`config.mk`:
```
export PLATFORM = sky130hd
export DESIGN_NAME = ccds_top
export DESIGN_NICKNAME = d
export VERILOG_FILES = /design/src/shared/ccds_pkg.sv /design/src/shared/ccds_div_if.sv /design/src/rtl/ccds_divider.sv /design/src/rtl/ccds_top.sv
export SDC_FILE = /design/constraint.sdc
export NUM_CORES = 1
export LEC_CHECK = 0
export BUFFER_PORTS_ARGS = -buffer_cell sky130_fd_sc_hd__buf_2
export CAP_MARGIN = 25
export CORE_ASPECT_RATIO = 1.1
export CORE_MARGIN = 2
export CORE_UTILIZATION = 51
export CTS_BUF_LIST = sky130_fd_sc_hd__clkbuf_2 sky130_fd_sc_hd__clkbuf_4 sky130_fd_sc_hd__clkbuf_8
export DETAILED_ROUTE_END_ITERATION = 10
export GPL_ROUTABILITY_DRIVEN = 1
export PLACE_DENSITY = 0.85
export SETUP_SLACK_MARGIN = 0.3
export SLEW_MARGIN = 0
export SYNTH_ARGS = -nofsm -noshare
export SYNTH_HDL_FRONTEND = slang
export SYNTH_SLANG_ARGS = --single-unit
```
`constraint.sdc`:
```
create_clock -name clk -period 4.84 [get_ports clk]
set_input_delay 0.968 -clock clk [delete_from_list [all_inputs] [get_ports clk]]
set_output_delay 0.968 -clock clk [all_outputs]
set_load 0.02 [all_outputs]
```
`src/shared/ccds_pkg.sv`:
```
package ccds_pkg;

   // CPU memory address of the processor clock control register
   localparam logic [15:0] CCDS_CTL_ADDR = 16'hFFFB;
   // Register value after reset
   localparam logic [7:0] CCDS_CTL_RESET = 8'h01;
   // Divider select field: bits 2..0, bits 7..3 always zero
   localparam int CCDS_SEL_W = 3;
   localparam logic [2:0] CCDS_SEL_RESET = CCDS_CTL_RESET[2:0];
   localparam logic [2:0] CCDS_BIT_SEL_TOP = 3'h2;
   localparam logic [4:0] CCDS_UPPER_ZERO = 5'h00;
   localparam logic [7:0] CCDS_RD_IDLE = 8'h00;
   // Divider select codes
   localparam logic [2:0] CCDS_SEL_DIV1 = 3'h0;
   localparam logic [2:0] CCDS_SEL_DIV2 = 3'h1;
   localparam logic [2:0] CCDS_SEL_DIV4 = 3'h2;
   localparam logic [2:0] CCDS_SEL_DIV8 = 3'h3;
   localparam logic [2:0] CCDS_SEL_DIV16 = 3'h4;
   // Last count of a divider period, one less than the ratio
   localparam int CCDS_CNT_W = 4;
   localparam logic [3:0] CCDS_LAST_DIV1 = 4'h0;
   localparam logic [3:0] CCDS_LAST_DIV2 = 4'h1;
   localparam logic [3:0] CCDS_LAST_DIV4 = 4'h3;
   localparam logic [3:0] CCDS_LAST_DIV8 = 4'h7;
   localparam logic [3:0] CCDS_LAST_DIV16 = 4'hF;
   localparam logic [3:0] CCDS_CNT_ZERO = 4'h0;
   localparam logic [3:0] CCDS_CNT_ONE = 4'h1;

   typedef logic [CCDS_SEL_W-1:0] ccds_sel_t;
   typedef logic [CCDS_CNT_W-1:0] ccds_cnt_t;

   // Prohibited codes fall back to the slowest ratio
   function automatic ccds_cnt_t ccds_ratio_last(input ccds_sel_t sel);
      ccds_cnt_t last;
      case (sel)
         CCDS_SEL_DIV1: last = CCDS_LAST_DIV1;
         CCDS_SEL_DIV2: last = CCDS_LAST_DIV2;
         CCDS_SEL_DIV4: last = CCDS_LAST_DIV4;
         CCDS_SEL_DIV8: last = CCDS_LAST_DIV8;
         default: last = CCDS_LAST_DIV16;
      endcase
      return last;
   endfunction

endpackage

```
`src/shared/ccds_div_if.sv`:
```
`timescale 1ns/100ps
interface ccds_div_if;
   logic [2:0] reqSel;
   logic [2:0] actSel;
   logic tick;

   modport ctl (output reqSel, input actSel, input tick);
   modport div (input reqSel, output actSel, output tick);
endinterface

```
`src/rtl/ccds_divider.sv`:
```
`timescale 1ns/100ps
module ccds_divider
   import ccds_pkg::*;
(
   // System
   input wire logic clk,
   input wire logic nrst,
   input wire logic ce,
   // Select in, tick out
   ccds_div_if.div bus
);
   import ccds_pkg::*;

   ccds_cnt_t count_ff;
   ccds_cnt_t nxt_count;
   ccds_sel_t actSel_ff;
   ccds_sel_t nxt_actSel;
   logic tick;

   // New ratio is taken only where the running period ends
   always_comb
   begin
      nxt_count = count_ff;
      nxt_actSel = actSel_ff;
      tick = (count_ff >= ccds_ratio_last(actSel_ff));
      if (tick)
      begin
         nxt_count = CCDS_CNT_ZERO;
         nxt_actSel = bus.reqSel;
      end
      else
      begin
         nxt_count = count_ff + CCDS_CNT_ONE;
      end
   end

   always_ff @(posedge clk)
   begin
      if (!nrst)
      begin
         count_ff <= CCDS_CNT_ZERO;
         actSel_ff <= CCDS_SEL_RESET;
      end
      else if (ce)
      begin
         count_ff <= nxt_count;
         actSel_ff <= nxt_actSel;
      end
   end

   assign bus.tick = tick;
   assign bus.actSel = actSel_ff;

   // Cycles since the previous tick, for the checks only
   logic [4:0] gapCnt_ff;
   logic seenTick_ff;
   always_ff @(posedge clk)
   begin
      if (!nrst)
      begin
         gapCnt_ff <= 5'h00;
         seenTick_ff <= 1'b0;
      end
      else if (ce)
      begin
         gapCnt_ff <= tick ? 5'h00 : gapCnt_ff + 5'h01;
         seenTick_ff <= seenTick_ff | tick;
      end
   end

   AST_SWITCH_AT_BOUNDARY: assert property (
      @(posedge clk) disable iff (!nrst)
      ce && !tick |=> actSel_ff == $past(actSel_ff))
      else $error("divider ratio changed inside a period");

   AST_PERIOD_MATCH: assert property (
      @(posedge clk) disable iff (!nrst)
      ce && tick && seenTick_ff |-> {1'b0, ccds_ratio_last(actSel_ff)} == gapCnt_ff)
      else $error("period length differs from the ratio in force");

   AST_DIV16_GAP: assert property (
      @(posedge clk) disable iff (!nrst)
      ce && tick && bus.reqSel == CCDS_SEL_DIV16 ##1 ce[*3] |-> !tick)
      else $error("divide by sixteen ticked too early");

endmodule // ccds_divider

```
`src/rtl/ccds_top.sv`:
```
`timescale 1ns/100ps
// Notes on behaviour
// - Reset loads the control register with 01H: CPU clock is main clock over two.
// - Select codes 000 to 100 give divide by 1, 2, 4, 8, 16.
// - Peripheral clock is never divided, whatever ratio is chosen.
// - Register takes whole-byte writes and single-bit writes to bits 2..0 only.
module ccds_top
   import ccds_pkg::*;
(
   // System
   input wire logic clk,
   input wire logic nrst,
   input wire logic ce,
   // CPU memory access
   input wire logic [15:0] cpuAddr,
   input wire logic cpuWrEn,
   input wire logic cpuBitOp,
   input wire logic [2:0] cpuBitIdx,
   input wire logic [7:0] cpuWrData,
   input wire logic cpuRdEn,
   output logic [7:0] cpuRdData,
   // Clock enables and status
   output logic cpuClkEn,
   output logic periphClkEn,
   output logic [2:0] cpuDivActive,
   output logic cpuDivPending
);
   import ccds_pkg::*;

   ccds_div_if divBus ();

   ccds_sel_t ctlSel_ff;
   ccds_sel_t nxt_ctlSel;
   logic [7:0] rdData_ff;
   logic [7:0] nxt_rdData;
   logic cpuClkEn_ff;
   logic nxt_cpuClkEn;
   logic periphClkEn_ff;
   logic nxt_periphClkEn;
   ccds_sel_t divActive_ff;
   ccds_sel_t nxt_divActive;
   logic divPending_ff;
   logic nxt_divPending;
   logic regHit;

   ccds_divider u_divider (
      .clk(clk),
      .nrst(nrst),
      .ce(ce),
      .bus(divBus)
   );

   assign divBus.reqSel = ctlSel_ff;

   // Register write and read path
   always_comb
   begin
      regHit = (cpuAddr == CCDS_CTL_ADDR);
      nxt_ctlSel = ctlSel_ff;
      nxt_rdData = CCDS_RD_IDLE;
      if (cpuWrEn && regHit)
      begin
         if (cpuBitOp)
         begin
            // Bits above the field are fixed at zero, so bit writes there do nothing
            if (cpuBitIdx <= CCDS_BIT_SEL_TOP)
            begin
               nxt_ctlSel[cpuBitIdx[1:0]] = cpuWrData[0];
            end
         end
         else
         begin
            nxt_ctlSel = cpuWrData[CCDS_SEL_W-1:0];
         end
      end
      if (cpuRdEn && regHit)
      begin
         nxt_rdData = {CCDS_UPPER_ZERO, ctlSel_ff};
      end
   end

   always_ff @(posedge clk)
   begin
      if (!nrst)
      begin
         ctlSel_ff <= CCDS_SEL_RESET;
         rdData_ff <= CCDS_RD_IDLE;
      end
      else if (ce)
      begin
         ctlSel_ff <= nxt_ctlSel;
         rdData_ff <= nxt_rdData;
      end
   end

   // Clock enables; consumers must also gate with ce since the outputs freeze with it
   always_comb
   begin
      nxt_cpuClkEn = divBus.tick;
      nxt_periphClkEn = 1'b1;
      nxt_divActive = divBus.actSel;
      nxt_divPending = (ctlSel_ff != divBus.actSel);
   end

   always_ff @(posedge clk)
   begin
      if (!nrst)
      begin
         cpuClkEn_ff <= 1'b0;
         periphClkEn_ff <= 1'b0;
         divActive_ff <= CCDS_SEL_RESET;
         divPending_ff <= 1'b0;
      end
      else if (ce)
      begin
         cpuClkEn_ff <= nxt_cpuClkEn;
         periphClkEn_ff <= nxt_periphClkEn;
         divActive_ff <= nxt_divActive;
         divPending_ff <= nxt_divPending;
      end
   end

   assign cpuRdData = rdData_ff;
   assign cpuClkEn = cpuClkEn_ff;
   assign periphClkEn = periphClkEn_ff;
   assign cpuDivActive = divActive_ff;
   assign cpuDivPending = divPending_ff;

   AST_CTL_RESET: assert property (
      @(posedge clk)
      !nrst |=> ctlSel_ff == CCDS_SEL_RESET && divActive_ff == CCDS_SEL_RESET)
      else $error("reset did not load divide by two");

   AST_RESET_READ: assert property (
      @(posedge clk)
      !nrst ##1 nrst && ce && cpuRdEn && regHit && !cpuWrEn |=> cpuRdData == CCDS_CTL_RESET)
      else $error("first read after reset is not the reset value");

   AST_BYTE_WRITE: assert property (
      @(posedge clk) disable iff (!nrst)
      ce && cpuWrEn && regHit && !cpuBitOp
      |=> ctlSel_ff == $past(cpuWrData[2:0]))
      else $error("byte write not stored");

   AST_BIT_WRITE: assert property (
      @(posedge clk) disable iff (!nrst)
      ce && cpuWrEn && regHit && cpuBitOp && cpuBitIdx <= CCDS_BIT_SEL_TOP
      |=> ctlSel_ff[$past(cpuBitIdx[1:0])] == $past(cpuWrData[0])
          && ((ctlSel_ff ^ $past(ctlSel_ff)) & ~(3'h1 << $past(cpuBitIdx))) == 3'h0)
      else $error("bit write touched the wrong bits");

   AST_READ_UPPER_ZERO: assert property (
      @(posedge clk) disable iff (!nrst)
      ce && cpuRdEn && regHit |=> cpuRdData == {CCDS_UPPER_ZERO, $past(ctlSel_ff)})
      else $error("read data wrong or upper bits not zero");

   AST_PERIPH_UNDIVIDED: assert property (
      @(posedge clk) disable iff (!nrst)
      $past(nrst) && $past(ce) |-> periphClkEn)
      else $error("peripheral clock enable dropped");

   AST_DIV1_EVERY_CYCLE: assert property (
      @(posedge clk) disable iff (!nrst)
      $past(nrst) && $past(ce) && cpuDivActive == CCDS_SEL_DIV1 |-> cpuClkEn)
      else $error("divide by one missed a cycle");

   AST_DIV2_ALTERNATE: assert property (
      @(posedge clk) disable iff (!nrst)
      ce && cpuClkEn && cpuDivActive == CCDS_SEL_DIV2 && ctlSel_ff == CCDS_SEL_DIV2
      ##1 ce |-> !cpuClkEn)
      else $error("divide by two ticked on consecutive cycles");

   AST_UNMAPPED_WRITE: assert property (
      @(posedge clk) disable iff (!nrst)
      ce && cpuWrEn && !regHit |=> ctlSel_ff == $past(ctlSel_ff))
      else $error("write to another address changed the register");

   AST_HIGH_BIT_WRITE: assert property (
      @(posedge clk) disable iff (!nrst)
      ce && cpuWrEn && regHit && cpuBitOp && cpuBitIdx > CCDS_BIT_SEL_TOP
      |=> ctlSel_ff == $past(ctlSel_ff))
      else $error("bit write above the field changed the register");

   AST_READ_IDLE: assert property (
      @(posedge clk) disable iff (!nrst)
      ce && !(cpuRdEn && regHit) |=> cpuRdData == CCDS_RD_IDLE)
      else $error("read data not idle without a read");

   AST_RESET_OUTPUTS: assert property (
      @(posedge clk)
      !nrst |=> !cpuClkEn && cpuRdData == CCDS_RD_IDLE && !cpuDivPending)
      else $error("outputs not cleared by reset");

   // Guarded by nrst, since reset acts even while ce is low
   AST_FREEZE: assert property (
      @(posedge clk) disable iff (!nrst)
      nrst && !ce |=> $stable(ctlSel_ff) && $stable(cpuClkEn) && $stable(cpuDivActive))
      else $error("state moved while clock enable was low");

endmodule // ccds_top

```
# Yosys cells after proc, flatten, opt, wreduce, memory -nomap -nowiden
# Index checks and enable logic that the tools add are counted.
[classes]
addsub = 1
eq_ne = 6
n_reduce_logical = 6
order_cmp = 4
muxes = 8
[ops]
columns = ["op", "n"]
rows = [
  ["16-bit == test (second input constant)", 1],
  ["4-bit one-hot mux with 4 select lines", 1],
  ["3-bit 2-to-1 mux", 3],
  ["3-bit by 2-bit == test with 1-bit output (second input constant)", 2],
  ["4-bit by 1-bit adder with 4-bit output (second input constant)", 1],
  ["4-bit greater-or-equal comparator", 1],
  ["4-bit 2-to-1 mux", 1],
  ["3-bit bitwise mux", 1],
  ["3-bit by 1-bit == test with 1-bit output (second input constant)", 1],
  ["3-bit by 2-bit less-or-equal comparator with 1-bit output (second input constant)", 1],
  ["1-bit logical AND", 3],
  ["3-bit logical NOT", 1],
  ["2-bit by 3-bit less-than comparator with 1-bit output (second input constant)", 1],
  ["3-bit != test", 1],
  ["3-bit AND reduction", 1],
  ["1-bit demux with 2-bit select", 1],
  ["2-bit by 1-bit greater-or-equal comparator with 1-bit output (second input constant)", 1],
  ["2-bit by 1-bit != test with 1-bit output (second input constant)", 1],
  ["2-bit AND reduction", 1],
  ["1-bit 2-to-1 mux", 1],
]
[word_totals]
output_inout_bits = 14
word_cells = 33
reg_bits = 24

# Longest topological paths before layout
[depth]
ltp_word = 7
ltp_mapped = 7

# By module
# Synthesis repeated with hierarchy kept, for this count alone.
[hier_totals]
cells_unflattened = 120
hier_area_um2 = 1079.8
[modules_own_cells]
columns = ["mod", "area_per_inst_um2", "cells_per_inst", "seq_area_each_um2", "n_inst"]
rows = [
  ["ccds_top", 625.6, 71, 240.2, 1],
  ["ccds_divider", 454.2, 49, 140.1, 1],
]

# Worst setup path before layout
# Ideal clock, no wire load.
[synth_timing]
kind = "input to register"
from = "input port cpuBitIdx[1]"
to = "register ctlSel_ff[0]"
path_slack_ps = 2821
setup_time_ps = 122
stages = 6
t_arrival_ps = 1897
cell_sequence = "a21o_1 -> a21boi_1 -> and4_1 -> buf_4 -> a21boi_2 -> a311o_1"
[synth_between]
elab_chain_len = 7
[synth_lines]
columns = ["element", "line_no", "source"]
rows = [
  ["from (decl)", "ccds_top.sv:18", "input wire logic [2:0] cpuBitIdx,"],
  ["2-bit by 3-bit less-than comparator with 1-bit output (not written as such) / 2-bit by 1-bit greater-or-equal comparator with 1-bit output (equally long branches)", "ccds_top.sv:68", "nxt_ctlSel[cpuBitIdx[1:0]] = cpuWrData[0];"],
  ["1-bit logical AND (not written as such)", "ccds_top.sv:68", ""],
  ["1-bit 2-to-1 mux (not written as such)", "ccds_top.sv:68", ""],
  ["1-bit demux with 2-bit select", "ccds_top.sv:68", ""],
  ["3-bit bitwise mux", "ccds_top.sv:68", ""],
  ["3-bit 2-to-1 mux", "ccds_top.sv:66", "if (cpuBitIdx <= CCDS_BIT_SEL_TOP)"],
  ["3-bit 2-to-1 mux", "ccds_top.sv:63", "if (cpuBitOp)"],
  ["to (signal assigned)", "ccds_top.sv:91", "ctlSel_ff <= nxt_ctlSel;"],
  ["to (decl)", "ccds_top.sv:32", "ccds_sel_t ctlSel_ff;"],
]
# Parallel ways exist; a longest one is shown, timed or not. The select of a mux whose other input is x is not followed.
# A chain may end at the register's enable or synchronous reset.

# Worst setup path after layout
[layout_timing]
from = "input port ce"
to = "register ctlSel_ff[0]"
[layout_between]
elab_chain_len = 1
[layout_lines]
columns = ["element", "line_no", "source"]
rows = [
  ["from (decl)", "ccds_top.sv:13", "input wire logic ce,"],
  ["3-bit AND reduction (no line)", "n/a", ""],
]
# Every way passes these cells.

==> results.md <==
* Vias per inst at 5.31
* Post-route minimum period at 2.04 ns
* Top Ports at 47
* Post-synth EDFFs at 0
* Fmax at 490 MHz
* Grt ovf at 0
* CP Capture Type: flop
* Initial antenna violation count at 0
* CTS root buf: clkbuf_4
* Final Slew Violations at 0
* Gate power share at 0.166
* Worst path cell trace: buf_2, and4b_1, and4_1, a21boi_2, a311o_1
* Status: completed
* Layout Utilization at 0.658
* Async S/R FF share, synth at 0
* Worst skew pair latency at 0.28 ns
* Area of the multi-input gates at 558 um2
* Setup Crit Path Kind: in2reg
* Final RePlAce weighted congestion at 0.761
* DRT Pass-1 Iters at 4
* Placeable Area at 0.00180 mm2
* Total Routed Length at 1980 um
* CTS tree: built
* Residual DRC at 0
* Synthesized cell area at 992 um2
* Final worst slack at 2.80 ns
* Ys flop type: dfxtp_1
* Area grow syn2layout at 19.5%
* Rows at 16
* Routed vias at 892
* Iter 0 DRT Violations at 10
* Yosys reg bits at 19
* Pre-CTS WS at 2.49 ns
* Switching share of power at 0.252
* Share of cells above drive strength 1 at 0.280
* Clock buffer depth at 2
* Sw Pwr at 0.0739 mW
* Post-synthesis sequential area ratio at 0.383
* RSZ-0062 raised after global routing: false
* Final ANT Viol Nets at 0
* Die height at 50.3 um
* Arr. time, crit path at 2.22 ns
* Leakage dissipation at 0.541 nW
* Skew final at 0.000537 ns
* # diodes at 0
* Largest net degree at the start of global routing at 17
* HP Class: reg2reg
* FF/Latch Area at 380 um2
* Overall routing resource usage at 0.189
* Crit path max fanout at 16
* Worst EP required at 5.02 ns
* Startpoint types: input pin
* Filler Cell Count at 158
* Avg Cell Area, Syn at 8.70 um2
* Fin crit share at 0.422
* Cts hold-fix bufs at 0
* Power Internal at 0.219 mW
* Die width at 46.1 um
* Post-CTS Resized at 0
* Synth top area share at 0.383
* Die area at 0.00231 mm2
* Slowest-stage cell, CP: a311o_1
* Part of the power in registers at 0.558
* Mapped Cells at 114
* Fin. Hold Viols at 0
* Clk sinks at 19
* Max Cap Violations at 0
* Final setup viols at 0
* Power, Total at 0.293 mW
* Initial Util at 0.551
* # nets final at 189
* Setup_tns at 0 ns
* Avg WL per Cell at 11.8 um
* Critical path's top delay family: simple AND/OR/NAND/NOR gates
* Synth area leader: dfxtp_1
* Global-route wire length before repair at 3280 um
* Clock power share at 0.276
* Netlist cell types at 33
* Setup bufs post-CTS at 0
* Syn. warnings at 0
* Worst-path clk slew at 0.10 ns
* Pwr dens at 247 mW/mm2
* I/O Buffers at 36
* Cts bufs inserted at 3
* Synth top area cells: dfxtp_1, mux2i_1, ha_1
* Dpl hpwl at 1590 um
* Worst path bufs/invs at 1
* Vias in the first global route at 824
* Slowest stage delay, CP at 0.32 ns
* # H-tree levels at 1
* Placed insts at 164
* Peak supply drop at 137 uV
* Layout Cells excl Fill at 168
[tightest hold or removal path: stages, from the launching register on]
cell and delay (ns):
dfxtp_1 0.32, nor2_1 0.08, nor2_1 0.04
[cell type report]
class,instances,area share
well taps,18,0.0190
inverters,4,0.0127
flip-flops and latches,19,0.321
clock buffers,4,0.0253
repair buffers,36,0.152
multi-input cells,87,0.470
[flip-flops by register name, summed over array words and instances (netlist names)]
| signal | cells |
|---|---|
| cpuClkEn | 1 |
| cpuDivActive | 3 |
| cpuDivPending | 1 |
| cpuRdData | 3 |
| ctlSel_ff | 3 |
| periphClkEn | 1 |
| u_divider.bus.actSel | 3 |
| u_divider.count_ff | 4 |
[cell families after synthesis]
family / count (synthesis) / share of synthesized area
mux: 7 / 0.0706
simple gates: 43 / 0.218
fa+ha+maj: 5 / 0.0631
buf+inv: 12 / 0.0693
other cells: 1 / 0.00378
compound gates: 21 / 0.139
xor+xnor: 6 / 0.0530
flops: 19 / 0.383
[power by group through the flow]
stage | sequential [mW] | clock [mW] | combinational, mW
floorplan | 0.169 | 0 | 0.0306
global placement | 0.167 | 0 | 0.0468
detailed placement | 0.167 | 0 | 0.0492
CTS | 0.164 | 0.0841 | 0.0494
global route | 0.164 | 0.0940 | 0.0551
finish | 0.163 | 0.0809 | 0.0488
[Yosys cell counts (2+ instances only)]
cell type / number
dfxtp_1: 19
nor2_1: 14
nand2_1: 9
mux2i_1: 7
a21oi_1: 6
buf_4: 6
ha_1: 5
inv_1: 4
nand4_1: 4
nor3_1: 4
o21ai_0: 4
xnor2_1: 4
nor2b_1: 3
a211oi_1: 2
and4_1: 2
nand2b_1: 2
o22ai_1: 2
xor2_1: 2
[layout by cell type (no fill, tap or decap), drive strengths merged]
cell    netlist  final
conb          1      5
o22ai         2      2
dfxtp        19     19
o21ai         4      4
a21oi         7      7
nor2         14     14
or2b          1      1
buf           7     36
nor2b         3      3
a21boi        3      3
o21a          1      1
or3           1      1
nor3          4      4
and4          2      2
nand2         9      9
xnor2         4      4
ha            5      5
nand2b        2      2
nand3         1      1
and2b         1      1
a21o          1      1
a311o         1      1
and4b         1      1
inv           4      4
a211oi        2      2
nand4         4      4
xor2          2      2
mux2i         7      7
clkbuf        1      4
[worst paths after layout]
path | startpoint | to | slack [ns] | cells past startpoint
setup / recovery | ce | ctlSel_ff[0] | 2.80 | 5
hold / removal | periphClkEn | periphClkEn | 0.47 | 2
setup reg to reg | u_divider.bus.actSel[1] | u_divider.bus.actSel[0] | 2.82 | 7
hold reg to reg | periphClkEn | periphClkEn | 0.47 | 2
[metal layers]
layer	track usage	vias up	routed length (um)
met4	0.0571	0	14
met3	0.0324	2	116
li1	-	456	-
met2	0.361	34	1080
met5	0	-	0
met1	0.198	400	772
[stage by stage]
step | instance area [um2] | hold slack [ns]
final | 1190 | 0.472
after detailed placement | 1160 | 0.452
after global routing | 1190 | 0.526
after CTS | 1190 | 0.475
after global placement | 1160 | 0.444
after floorplan | 1010 | 0.476
Power figures use the tool's default switching activity.
